[config.mk]
export PLATFORM = sky130hd
export DESIGN_NAME = pchd_regbank
export DESIGN_NICKNAME = d
export VERILOG_FILES = /design/src/rtl/pchd_pkg.sv /design/src/rtl/pchd_field_reg.sv /design/src/rtl/pchd_live_copy.sv /design/src/rtl/pchd_regbank.sv
export SDC_FILE = /design/constraint.sdc
export NUM_CORES = 1
export LEC_CHECK = 0
export ABC_CLOCK_PERIOD_IN_PS = 5400
export BUFFER_PORTS_ARGS = -buffer_cell sky130_fd_sc_hd__buf_4
export CAP_MARGIN = 10
export CORE_UTILIZATION = 60
export CTS_CLUSTER_DIAMETER = 40
export DETAILED_ROUTE_END_ITERATION = 10
export PLACE_DENSITY_LB_ADDON = 0.3
export SYNTH_ARGS = -nofsm -noshare
export SYNTH_HDL_FRONTEND = slang
export SYNTH_SLANG_ARGS = --single-unit
[constraint.sdc]
create_clock -name clk_i -period 5.4 [get_ports clk_i]
set_input_delay 0.27 -clock clk_i [delete_from_list [all_inputs] [get_ports clk_i]]
set_output_delay 0.27 -clock clk_i [all_outputs]
set_load 0.02 [all_outputs]
[src/rtl/pchd_pkg.sv]
// Constants, register map and carrier types of the configuration default bank
// Behaviour
// [RULE_01] Release bit resets to not-autoinit; hold host otherwise
// [RULE_02] Autoinit select sampled during reset picks boot init
// [RULE_03] Boot software writes release bit once done
// [RULE_04] Bit 0: zero forbids, one allows host
// [RULE_05] Window 0 size default resets to ffc0000
// [RULE_06] Window 1 size default resets to ff80000
// [RULE_07] Window 2 size default resets to ffffff
// [RULE_08] Window 3 to 5 size defaults reset zero
// [RULE_09] Size default bits 31-28 read zero
// [RULE_10] Window 0 attribute bit 0 resets one
// [RULE_11] Interface reset copies defaults into live registers
// [RULE_12] Software may overwrite defaults before the copy
// [RULE_13] Writes to reserved bits are dropped
package pchd_pkg;

   // ----------------------------------------
   // Bus geometry
   // ----------------------------------------
   localparam int ADR_W    = 8;
   localparam int DAT_W    = 32;
   localparam int SEL_W    = 4;
   localparam int NUM_WIN  = 6;
   localparam int MASK_W   = 28;

   // ----------------------------------------
   // Register offsets (byte addresses)
   // ----------------------------------------
   localparam logic [ADR_W-1:0] OFS_RELEASE   = 8'h00;
   localparam logic [ADR_W-1:0] OFS_WIN_SIZE0 = 8'h04;
   localparam logic [ADR_W-1:0] OFS_WIN_STEP  = 8'h04;
   localparam logic [ADR_W-1:0] OFS_WIN0_ATTR = 8'h1c;

   // ----------------------------------------
   // Fields and reset values
   // ----------------------------------------
   localparam int RELEASE_BIT  = 0;
   localparam int PREFETCH_BIT = 0;
   localparam logic [NUM_WIN-1:0][MASK_W-1:0] WIN_SIZE_RST = {
      28'h0000000, 28'h0000000, 28'h0000000,
      28'h0ffffff, 28'hff80000, 28'hffc0000};
   localparam logic ATTR_RST = 1'b1;

   // ----------------------------------------
   // Carrier types
   // ----------------------------------------
   typedef struct packed {
      logic             cyc;
      logic             stb;
      logic             we;
      logic [ADR_W-1:0] adr;
      logic [SEL_W-1:0] sel;
      logic [DAT_W-1:0] dat;
   } pchd_wb_req_t;

   typedef struct packed {
      logic [NUM_WIN-1:0][MASK_W-1:0] mask;
      logic                           prefetch0;
   } pchd_live_t;

   function automatic logic [ADR_W-1:0] win_ofs(input int idx);
      win_ofs = OFS_WIN_SIZE0 + OFS_WIN_STEP * ADR_W'(idx);
   endfunction

endpackage

[src/rtl/pchd_field_reg.sv]
// Byte-lane writable field register; bits above the field are dropped
`timescale 1ns/1ps
module pchd_field_reg #(
   parameter int         W   = 28,
   parameter logic [W-1:0] RST = '0
) (
   input  wire logic                          clk_i,
   input  wire logic                          rst_i,
   input  wire logic                          wr_i,
   input  wire logic [pchd_pkg::SEL_W-1:0]    sel_i,
   input  wire logic [pchd_pkg::DAT_W-1:0]    dat_i,
   output logic      [W-1:0]                  q_o
);

   typedef struct packed {
      logic [W-1:0] val;
   } pchd_fr_state_t;

   pchd_fr_state_t st_ff;
   pchd_fr_state_t nxt_st;

   always_comb begin
      logic [pchd_pkg::DAT_W-1:0] merged;
      merged = pchd_pkg::DAT_W'(st_ff.val);
      nxt_st = st_ff;
      for (int b = 0; b < pchd_pkg::SEL_W; b++) begin
         if (sel_i[b]) begin
            merged[8*b +: 8] = dat_i[8*b +: 8];
         end
      end
      if (wr_i) begin
         // Only the field width is kept  (see [RULE_13])
         nxt_st.val = merged[W-1:0]; // see [RULE_12]
      end
   end

   always_ff @(posedge clk_i) begin
      if (rst_i) begin
         st_ff.val <= RST;
      end else begin
         st_ff <= nxt_st;
      end
   end

   assign q_o = st_ff.val;

endmodule

[src/rtl/pchd_live_copy.sv]
// Live configuration registers loaded from the defaults on interface reset
`timescale 1ns/1ps
module pchd_live_copy (
   input  wire logic                 clk_i,
   input  wire logic                 rst_i,
   input  wire logic                 pci_rst_i,
   input  wire pchd_pkg::pchd_live_t dflt_i,
   output pchd_pkg::pchd_live_t      live_o
);

   pchd_pkg::pchd_live_t st_ff;
   pchd_pkg::pchd_live_t nxt_st;

   always_comb begin
      nxt_st = st_ff;
      // Held for the whole interface reset, so last value written wins
      if (pci_rst_i) begin
         nxt_st = dflt_i; // see [RULE_11]
      end
   end

   always_ff @(posedge clk_i) begin
      if (rst_i) begin
         st_ff.mask      <= pchd_pkg::WIN_SIZE_RST;
         st_ff.prefetch0 <= pchd_pkg::ATTR_RST;
      end else begin
         st_ff <= nxt_st;
      end
   end

   assign live_o = st_ff;

endmodule

[src/rtl/pchd_regbank.sv]
// Configuration default bank with host hold-off, on a classic Wishbone slave
//
// The placing of the registers and register access over Wishbone were decided locally.
`timescale 1ns/1ps
module pchd_regbank (
   input  wire logic                       clk_i,
   input  wire logic                       rst_i,
   input  wire pchd_pkg::pchd_wb_req_t     wb_i,
   output logic [pchd_pkg::DAT_W-1:0]      wb_dat_o,
   output logic                            wb_ack_o,
   input  wire logic                       autoinit_select_i,
   input  wire logic                       pci_rst_i,
   input  wire logic                       host_req_i,
   output logic                            host_grant_o,
   output logic                            host_hold_o,
   output pchd_pkg::pchd_live_t            live_o
);

   // ----------------------------------------
   // State
   // ----------------------------------------
   typedef struct packed {
      logic                       release_bit;
      logic                       hold;
      logic                       grant;
      logic                       ack;
      logic [pchd_pkg::DAT_W-1:0] rdat;
   } pchd_state_t;

   pchd_state_t st_ff;
   pchd_state_t nxt_st;

   logic                                           req_new;
   logic                                           wr_cmt;
   logic [pchd_pkg::NUM_WIN-1:0]                   win_wr;
   logic [pchd_pkg::NUM_WIN-1:0][pchd_pkg::MASK_W-1:0] win_size;
   logic                                           attr_wr;
   logic                                           attr_q;
   pchd_pkg::pchd_live_t                           dflt;

   // A request is served once; ack drops the cycle after it rose
   assign req_new = wb_i.cyc && wb_i.stb && !st_ff.ack;
   assign wr_cmt  = req_new && wb_i.we;

   // ----------------------------------------
   // Default registers
   // ----------------------------------------
   genvar gi;
   generate
      for (gi = 0; gi < pchd_pkg::NUM_WIN; gi++) begin : g_win
         assign win_wr[gi] = wr_cmt && (wb_i.adr == pchd_pkg::win_ofs(gi));
         pchd_field_reg #(
            .W   (pchd_pkg::MASK_W),
            .RST (pchd_pkg::WIN_SIZE_RST[gi])
         ) u_size (
            .clk_i (clk_i),
            .rst_i (rst_i),
            .wr_i  (win_wr[gi]),
            .sel_i (wb_i.sel),
            .dat_i (wb_i.dat),
            .q_o   (win_size[gi])
         ); // see [RULE_05] [RULE_06] [RULE_07] [RULE_08]
      end
   endgenerate

   assign attr_wr = wr_cmt && (wb_i.adr == pchd_pkg::OFS_WIN0_ATTR);

   pchd_field_reg #(
      .W   (1),
      .RST (pchd_pkg::ATTR_RST)
   ) u_attr (
      .clk_i (clk_i),
      .rst_i (rst_i),
      .wr_i  (attr_wr),
      .sel_i (wb_i.sel),
      .dat_i (wb_i.dat),
      .q_o   (attr_q)
   ); // see [RULE_10]

   assign dflt.mask      = win_size;
   assign dflt.prefetch0 = attr_q;

   pchd_live_copy u_live (
      .clk_i     (clk_i),
      .rst_i     (rst_i),
      .pci_rst_i (pci_rst_i),
      .dflt_i    (dflt),
      .live_o    (live_o)
   );

   // ----------------------------------------
   // Bus slave, release bit and host gate
   // ----------------------------------------
   always_comb begin
      nxt_st       = st_ff;
      nxt_st.ack   = req_new;
      nxt_st.rdat  = '0;
      if (req_new && !wb_i.we) begin
         // Unmapped or misaligned addresses read as zero
         if (wb_i.adr == pchd_pkg::OFS_RELEASE) begin
            nxt_st.rdat[pchd_pkg::RELEASE_BIT] = st_ff.release_bit;
         end else if (wb_i.adr == pchd_pkg::OFS_WIN0_ATTR) begin
            nxt_st.rdat[pchd_pkg::PREFETCH_BIT] = attr_q; // see [RULE_10]
         end else begin
            for (int i = 0; i < pchd_pkg::NUM_WIN; i++) begin
               if (wb_i.adr == pchd_pkg::win_ofs(i)) begin
                  nxt_st.rdat = pchd_pkg::DAT_W'(win_size[i]); // see [RULE_09]
               end
            end
         end
      end
      if (wr_cmt && (wb_i.adr == pchd_pkg::OFS_RELEASE) && wb_i.sel[0]) begin
         // Software may also clear it again to re-close the gate
         nxt_st.release_bit = wb_i.dat[pchd_pkg::RELEASE_BIT]; // see [RULE_03] [RULE_13]
      end
      nxt_st.hold  = !nxt_st.release_bit; // see [RULE_04]
      nxt_st.grant = host_req_i && st_ff.release_bit; // see [RULE_01] [RULE_04]
   end

   always_ff @(posedge clk_i) begin
      if (rst_i) begin
         // Strap is watched for the whole reset  (see [RULE_02])
         st_ff.release_bit <= !autoinit_select_i; // see [RULE_01]
         st_ff.hold        <= autoinit_select_i;
         st_ff.grant       <= 1'b0;
         st_ff.ack         <= 1'b0;
         st_ff.rdat        <= '0;
      end else begin
         st_ff <= nxt_st;
      end
   end

   assign wb_dat_o     = st_ff.rdat;
   assign wb_ack_o     = st_ff.ack;
   assign host_grant_o = st_ff.grant;
   assign host_hold_o  = st_ff.hold;

   // ----------------------------------------
   // Assertions
   // ----------------------------------------
   property p_release_strap;
      @(posedge clk_i) rst_i |=> (st_ff.release_bit == !$past(autoinit_select_i));
   endproperty
   a_release_strap: assert property (p_release_strap) // see [RULE_01] [RULE_02]
      else $error("release bit reset value ignores autoinit select");

   property p_grant_gated;
      @(posedge clk_i) disable iff (rst_i)
         host_grant_o |-> ($past(st_ff.release_bit) && $past(host_req_i));
   endproperty
   a_grant_gated: assert property (p_grant_gated) // see [RULE_01]
      else $error("host granted while release bit was zero");

   property p_hold_blocks;
      @(posedge clk_i) disable iff (rst_i)
         host_hold_o |-> (!host_grant_o || !st_ff.release_bit) ##1 !host_grant_o;
   endproperty
   a_hold_blocks: assert property (p_hold_blocks) // see [RULE_04]
      else $error("host granted while hold-off shown");

   property p_release_write;
      @(posedge clk_i) disable iff (rst_i)
         (wr_cmt && wb_i.adr == pchd_pkg::OFS_RELEASE && wb_i.sel[0])
            |=> wb_ack_o && (st_ff.release_bit == $past(wb_i.dat[0])) ##1 !wb_ack_o;
   endproperty
   a_release_write: assert property (p_release_write) // see [RULE_03] [RULE_04]
      else $error("release bit write not taken");

   property p_win_reset;
      @(posedge clk_i) rst_i |=> (win_size == pchd_pkg::WIN_SIZE_RST) && attr_q;
   endproperty
   a_win_reset: assert property (p_win_reset) // see [RULE_05] [RULE_06] [RULE_07]
      else $error("default registers wrong after reset");

   property p_win_write;
      @(posedge clk_i) disable iff (rst_i)
         (wr_cmt && wb_i.adr == pchd_pkg::OFS_WIN_SIZE0 && wb_i.sel == 4'hf)
            |=> (win_size[0] == $past(wb_i.dat[pchd_pkg::MASK_W-1:0]));
   endproperty
   a_win_write: assert property (p_win_write) // see [RULE_12]
      else $error("window size default write lost");

   property p_win_rsvd;
      @(posedge clk_i) disable iff (rst_i)
         (req_new && !wb_i.we && wb_i.adr >= pchd_pkg::OFS_WIN_SIZE0
          && wb_i.adr < pchd_pkg::OFS_WIN0_ATTR) |=> wb_ack_o && (wb_dat_o[31:28] == 4'h0);
   endproperty
   a_win_rsvd: assert property (p_win_rsvd) // see [RULE_09] [RULE_13]
      else $error("reserved size bits not zero");

   property p_one_bit_rsvd;
      @(posedge clk_i) disable iff (rst_i)
         (req_new && !wb_i.we && (wb_i.adr == pchd_pkg::OFS_RELEASE
          || wb_i.adr == pchd_pkg::OFS_WIN0_ATTR)) |=> (wb_dat_o[31:1] == 31'h0);
   endproperty
   a_one_bit_rsvd: assert property (p_one_bit_rsvd) // see [RULE_10] [RULE_13]
      else $error("reserved bits above bit 0 not zero");

   property p_live_copy;
      @(posedge clk_i) disable iff (rst_i)
         pci_rst_i |=> (live_o.mask == $past(win_size)) && (live_o.prefetch0 == $past(attr_q));
   endproperty
   a_live_copy: assert property (p_live_copy) // see [RULE_11]
      else $error("live registers not loaded on interface reset");

   property p_live_hold;
      @(posedge clk_i) disable iff (rst_i)
         (!rst_i && !pci_rst_i) |=> $stable(live_o);
   endproperty
   a_live_hold: assert property (p_live_hold) // see [RULE_11]
      else $error("live registers changed outside interface reset");

   // ----------------------------------------
   // Bus and gate cross-checks
   // ----------------------------------------
   // Attempts that start on a reset edge stay vacuous:
   // the release edge would otherwise see pre-reset values
   property p_ack_pulse;
      @(posedge clk_i) disable iff (rst_i)
         wb_ack_o |=> !wb_ack_o;
   endproperty
   a_ack_pulse: assert property (p_ack_pulse) // see [RULE_12]
      else $error("ack stood longer than one cycle");

   property p_ack_answer;
      @(posedge clk_i) disable iff (rst_i)
         (!rst_i && req_new) |=> wb_ack_o;
   endproperty
   a_ack_answer: assert property (p_ack_answer) // see [RULE_12]
      else $error("request left without ack");

   property p_dat_idle;
      @(posedge clk_i) disable iff (rst_i)
         !wb_ack_o |-> (wb_dat_o == '0);
   endproperty
   a_dat_idle: assert property (p_dat_idle) // see [RULE_09]
      else $error("read data shown outside the ack cycle");

   property p_hold_mirror;
      @(posedge clk_i) disable iff (rst_i)
         host_hold_o == !st_ff.release_bit;
   endproperty
   a_hold_mirror: assert property (p_hold_mirror) // see [RULE_04]
      else $error("hold-off does not mirror the release bit");

   property p_hold_reset;
      @(posedge clk_i) rst_i |=> (host_hold_o == $past(autoinit_select_i))
         && !host_grant_o && !wb_ack_o;
   endproperty
   a_hold_reset: assert property (p_hold_reset) // see [RULE_01] [RULE_02]
      else $error("hold-off or grant wrong after reset");

   property p_grant_follow;
      @(posedge clk_i) disable iff (rst_i)
         (!rst_i && host_req_i && st_ff.release_bit) |=> host_grant_o;
   endproperty
   a_grant_follow: assert property (p_grant_follow) // see [RULE_04]
      else $error("host refused while release bit was one");

   property p_attr_write;
      @(posedge clk_i) disable iff (rst_i)
         (wr_cmt && wb_i.adr == pchd_pkg::OFS_WIN0_ATTR && wb_i.sel[0])
            |=> (attr_q == $past(wb_i.dat[pchd_pkg::PREFETCH_BIT]));
   endproperty
   a_attr_write: assert property (p_attr_write) // see [RULE_10] [RULE_12]
      else $error("attribute default write lost");

   property p_size_read;
      @(posedge clk_i) disable iff (rst_i)
         (req_new && !wb_i.we && wb_i.adr == pchd_pkg::OFS_WIN_SIZE0)
            |=> (wb_dat_o == pchd_pkg::DAT_W'($past(win_size[0])));
   endproperty
   a_size_read: assert property (p_size_read) // see [RULE_05] [RULE_09]
      else $error("window 0 size default read back wrong");

   property p_unmapped_read;
      @(posedge clk_i) disable iff (rst_i)
         (req_new && !wb_i.we && wb_i.adr > pchd_pkg::OFS_WIN0_ATTR)
            |=> wb_ack_o && (wb_dat_o == '0);
   endproperty
   a_unmapped_read: assert property (p_unmapped_read) // see [RULE_13]
      else $error("unmapped read not zero");

   property p_unmapped_write;
      @(posedge clk_i) disable iff (rst_i)
         (wr_cmt && wb_i.adr > pchd_pkg::OFS_WIN0_ATTR)
            |=> $stable(win_size) && $stable(attr_q) && $stable(st_ff.release_bit);
   endproperty
   a_unmapped_write: assert property (p_unmapped_write) // see [RULE_13]
      else $error("unmapped write changed a register");

   property p_release_quiet;
      @(posedge clk_i) disable iff (rst_i)
         (!rst_i && !(wr_cmt && wb_i.adr == pchd_pkg::OFS_RELEASE && wb_i.sel[0]))
            |=> $stable(st_ff.release_bit);
   endproperty
   a_release_quiet: assert property (p_release_quiet) // see [RULE_03] [RULE_13]
      else $error("release bit changed without a write");

   property p_defaults_quiet;
      @(posedge clk_i) disable iff (rst_i)
         (!rst_i && !wr_cmt) |=> $stable(win_size) && $stable(attr_q);
   endproperty
   a_defaults_quiet: assert property (p_defaults_quiet) // see [RULE_12]
      else $error("default register changed without a write");

endmodule

Yosys cells after proc, flatten, opt, wreduce, memory -nomap -nowiden. Index checks and enable logic that the tools add are counted.

Add/subtract/negate cells: 0. Multipliers: 0. Divide/modulo/power cells: 0. Order comparisons: 0. Eq/ne operators: 7. Shifts and indexed selects: 0. Mux-type cells: 13. Bitwise logic cells: 1. Reduce and logical (&&, ||, !) cells: 47.

Operator list (number): $mux 32 (6); $mux 31 (2); $reduce_and 2->1 (25); $mux 36 (1); $eq 8x5->1 const B (4); $mux 28 (1); $eq 8x4->1 const B (2); $logic_and 1x1->1 (14); $reduce_or 9->1 (1); $eq 8x3->1 const B (1); $logic_not 8->1 (1); $logic_not 1->1 (4); $reduce_or 4->1 (1); $mux 1 (3); $reduce_or 2->1 (1); $not 1->1 (1).

Flip-flop bits (word level): 374. Latch bits: 0. Memory bits (writable): 0. Memory bits (read-only): 0. Input bits: 52. Output and inout port bits: 204. Logic and storage cells: 107. Memories: 0.

Depth between registers and ports, before layout.
Depth in word-level cells: 11. Depth in mapped cells: 8. Gate-level depth less buffers: 5.

By module. Synthesis repeated with hierarchy kept, for this count alone.

Cells, all modules: 1678. Area, all modules: 16174.3 um^2.

By module, submodules not included: pchd_live_copy (times used 1, cells each 550, area each 6042.0 um^2, sequential area each 3383.2 um^2); pchd_field_reg (g_win[3].u_size ...) (times used 3, cells each 128, area each 1306.3 um^2, sequential area each 560.5 um^2); pchd_regbank (times used 1, cells each 408, area each 2745.1 um^2, sequential area each 640.6 um^2); pchd_field_reg (g_win[0].u_size) (times used 1, cells each 117, area each 1193.6 um^2, sequential area each 560.5 um^2); pchd_field_reg (g_win[1].u_size) (times used 1, cells each 118, area each 1168.6 um^2, sequential area each 560.5 um^2); pchd_field_reg (g_win[2].u_size) (times used 1, cells each 98, area each 1068.5 um^2, sequential area each 560.5 um^2); pchd_field_reg (u_attr) (times used 1, cells each 3, area each 37.5 um^2, sequential area each 20.0 um^2).

Worst setup path after synthesis. No wires, ideal clock.

Path kind: register to register. Start: register st_ff, in the netlist wb_ack_o. End: register g_win[4].u_size.st_ff, in the netlist g_win[4].u_size.q_o[16]. Arrival time: 1.787 ns. Data required time: 5.272 ns. Slack: 3.486 ns. Stages on the path, launching flop included: 7. Buffers on the path: 1. Cell sequence: dfxtp_1 -> and4b_1 -> clkbuf_1 -> nand2_2 -> nor3_2 -> mux2i_1 -> nor2_1.

Cells in the longest elaborated chain, start to end: 5.

Ends and longest elaborated chain: from (decl) (RTL line pchd_regbank.sv:30) `pchd_state_t st_ff;`; from (signal assigned) (RTL line pchd_regbank.sv:129) `st_ff <= nxt_st;`; $logic_not 1->1 (RTL line pchd_regbank.sv:42) `assign req_new = wb_i.cyc && wb_i.stb && !st_ff.ack;`; $logic_and 1x1->1 (RTL line pchd_regbank.sv:42); $logic_and 1x1->1 (RTL line pchd_regbank.sv:43) `assign wr_cmt = req_new && wb_i.we;`; $logic_and 1x1->1 (RTL line pchd_regbank.sv:51) `assign win_wr[gi] = wr_cmt && (wb_i.adr == pchd_pkg::win_ofs(gi));`; $reduce_and 2->1 (no source line); to (signal assigned) (RTL line pchd_field_reg.sv:41) `st_ff <= nxt_st;`; to (decl) (RTL line pchd_field_reg.sv:19) `pchd_fr_state_t st_ff;`.

No other way between the ends. A chain may end at the register's enable or synchronous reset.

Worst setup path in the final report.
Start: input port wb_i[40] (netlist bit). End: register g_win[4].u_size.st_ff, in the netlist g_win[4].u_size.q_o[18].

Cells in the longest elaborated chain, start to end: 3.

Ends and longest elaborated chain: from (decl) (RTL line pchd_regbank.sv:8) `input wire pchd_pkg::pchd_wb_req_t wb_i,`; $eq 8x5->1 (RTL line pchd_regbank.sv:51); $logic_and 1x1->1 (RTL line pchd_regbank.sv:51); $reduce_and 2->1 (no source line).

No other way between the ends.

==> results by group <==
Outcome
  – Status: completed

Worst setup path
  – Critical Path Max Stage Delay: 0.96 ns
  – Worst EP arrival: 3.18 ns
  – Critical path type: in2reg
  – Critical path cell sequence: dlygate4sd3_1, buf_4, nor2b_1, nand2_2, nor3_2, mux2i_1, nor2_1
  – Worst-case reg-to-reg path depth: 5
  – Reg2reg setup slack: 2.83 ns
  – Critical Path Source Type: input pin
  – R2R Path Start: wb_ack_o
  – CP Capture Type: register
  – Crit-path max FO: 39
  – Slowest-stage cell, CP: nor3_2
  – CP required: 5.79 ns
  – RR Endpoint: g_win[0].u_size.q_o[21]

Drt
  – WL final: 40220 microns
  – DRC: 0
  – Via/cell ratio: 5.827
  – DRT Pass-1 Iters: 6
  – Drt initial violations: 1012
  – WL per Instance: 19.86 microns
  – Routed vias: 11800
  – Antenna viol nets, final: 0

Worst hold path
  – Hold wc startpoint: wb_i[25]
  – Hold Path Stages: 2
  – Hold endpoint: g_win[1].u_size.q_o[25]
  – Worst Hold Class: in2reg

Cells and area
  – Sequential standard cell area: 7407 sq um
  – Fin util: 0.7544
  – Synthesis-to-layout area growth: 21.95%
  – Share of cells above drive strength 1: 0.2274
  – Ant. Diodes: 0
  – Nets: 1723
  – FILL cells: 1655
  – Commonest non-fill, non-tap cell in the layout: dfxtp_1
  – Post-Layout Cell Count: 2025
  – Area of the multi-input gates: 6628 sq um
  – Most frequent cells in the layout: 370 x dfxtp_1, 290 x nor2_1, 250 x buf_4

Floorplanning
  – Die height: 158.5 microns
  – # rows: 56
  – Die ar.: 25120 sq um
  – Die X: 158.5 microns
  – I/O pin count: 256
  – Starting density of the core: 0.6186
  – Core footprint: 23750 sq um

Clocking
  – TritonCTS clock tree: done
  – Clock-pin slew on the worst setup and hold paths: 0.06 ns
  – CTS buffer count: 44
  – Post-CTS Repair Setup Buffers: 0
  – Max clock buf depth: 3
  – Clock Root Buffer: clkbuf_16
  – CTS H-tree depth: 2
  – Clk_lat worst skew: 0.55 ns
  – CTS Sinks: 370

Place
  – Port bufs: 247
  – Hpwl dp: 26150 microns
  – Placed Cells: 1938
  – GPL Wtd Cong: 0.8677

Power and ir drop
  – Power Density: 333.8 nW/um^2
  – Static Leak: 7.505 nW
  – Peak supply drop: 0.0002873 V

Global route
  – GR Overflow Total: 0
  – Maximum number of pins on one net before global-route repair: 224
  – Initial antenna violation count: 1
  – GRT Overall Usage: 0.3124
  – First-pass GRT wire length: 60070 microns
  – Vias in the first global route: 10870

Logic synthesis
  – Ys Warns: 0
  – Post-synthesis sequential area ratio: 0.5041
  – #FFs+latches synth: 370
  – Top cells by area, synth: dfxtp_1 50%, mux2i_1 15%, nor2_1 7.4%
  – Post-Synthesis Mean Instance Area: 9.764 sq um
  – Synth top area share: 0.5041
  – Cells after Synth: 1505
  – Post-synth cell types: 37
  – Post-synth top area cell: dfxtp_1
  – Synthesized area: 14690 sq um

Timing
  – Setup violators final: 0
  – TNS Setup: 0 ns
  – RSZ-0062 raised after global routing: no
  – Final Hold Vio Count: 0
  – Pins over their slew limit: 0
  – Max Fclk: 358.1 MHz
  – Max_slew headroom: 0.2744
  – Min Tclk post-route: 2.792 ns
  – Period utilisation layout: 0.5171
  – Least-Margin Pin Slew: 1.085 ns
  – Worst clock skew: 0.02290 ns

Flow run
  – Number of max-cap violations: 0
-- critical path, delay by kind of cell --
family,cells,cell delay [ns]
muxes,1,0.28
and+or+nand+nor,4,1.93
buffers and inverters,2,0.70
-- flip-flops by register name, summed over array words and instances, names as in the netlist --
signal / count
u_attr.q_o: 1
u_live.live_o: 169
wb_ack_o: 1
st_ff: 1
g_win.u_size.q_o: 168
wb_dat_o: 28
host_grant_o: 1
host_hold_o: 1
-- synth_stat cells --
cell,count
buf_4,32
nor2_1,290
clkbuf_1,84
buf_2,6
nor3_4,9
a2111oi_0,1
o31ai_1,1
nand3_1,1
o2111ai_1,1
and4b_1,1
or2_2,1
a22oi_1,24
nand2_2,3
nor4_4,1
nand2b_1,3
nor3_1,11
mux2_2,27
conb_1,1
o211a_1,24
o22ai_1,24
nand3b_1,18
nand2_1,66
buf_1,20
and3b_1,1
a221oi_1,3
o311a_1,1
mux2i_1,226
nor2b_1,66
o21ai_0,37
o21a_1,1
buf_6,1
nor3_2,11
or3_1,6
inv_1,3
dfxtp_1,370
a211o_1,63
a21oi_1,67
-- report_power, final --
part | total (mW) | internal [mW] | switching, mW
combinational | 0.348 | 0.123 | 0.224
clock | 2.87 | 1.69 | 1.19
sequential | 2.76 | 2.75 | 0.0107
total | 5.98 | 4.56 | 1.42
-- through the flow --
stage | setup slack, ns | hold slack (ns) | cell area, sq um | power [mW]
after floorplan | 3.486 | 0.3681 | 14710 | 3.027
after global placement | 2.148 | 0.4660 | 16390 | 3.150
after detailed placement | 2.141 | 0.4722 | 16390 | 3.153
after CTS | 2.604 | 0.006499 | 17890 | 6.000
after global routing | 2.448 | 0.02373 | 17920 | 6.147
final | 2.608 | 0.02606 | 17920 | 5.982
-- worst max path at each step --
stage               cells past startpoint  slack [ns]                 endpoint     start
finish                                  7        2.61  g_win[4].u_size.q_o[18]  wb_i[40]
global route                            7        2.45  g_win[4].u_size.q_o[18]  wb_i[40]
CTS                                     7        2.60  g_win[4].u_size.q_o[18]  wb_i[40]
detailed placement                      7        2.14             wb_dat_o[22]  wb_i[39]
global placement                        7        2.15             wb_dat_o[14]  wb_i[39]
floorplan                               6        3.49  g_win[4].u_size.q_o[16]  wb_ack_o
-- what timing repair did --
| action | in CTS | in global routing |
|---|---|---|
| setup endpoints to repair | 0 | 0 |
| hold buffers | 5 | 0 |
| hold endpoints to repair | 7 | 0 |
| resized for setup | 0 | 0 |
-- logic make-up (layout without fill, tap and decap cells) --
family	count (synthesis)	after routing	share of synthesized area
flops	370	370	0.5041
mux	253	253	0.1746
buf+inv	146	344	0.04649
compound gates	247	247	0.1165
other cells	1	4	0.0002552
simple gates	488	488	0.1580
-- area by class of cell --
cell class,count,area share
flip-flops and latches,370,0.4133
repair buffers,260,0.1130
clock inverters,26,0.01264
inverters,3,0.0006284
well taps,319,0.02227
multi-input cells,992,0.3699
clock buffers,55,0.06829
-- routing by layer --
layer  track usage  wire [microns]  vias up
met2        0.4756           18030      549
met3       0.07784            3896       76
met1        0.4336           17420     5662
met4       0.09844             851        2
met5             0              17        -
li1              -               -     5510
(Power assumes the default switching activity.)
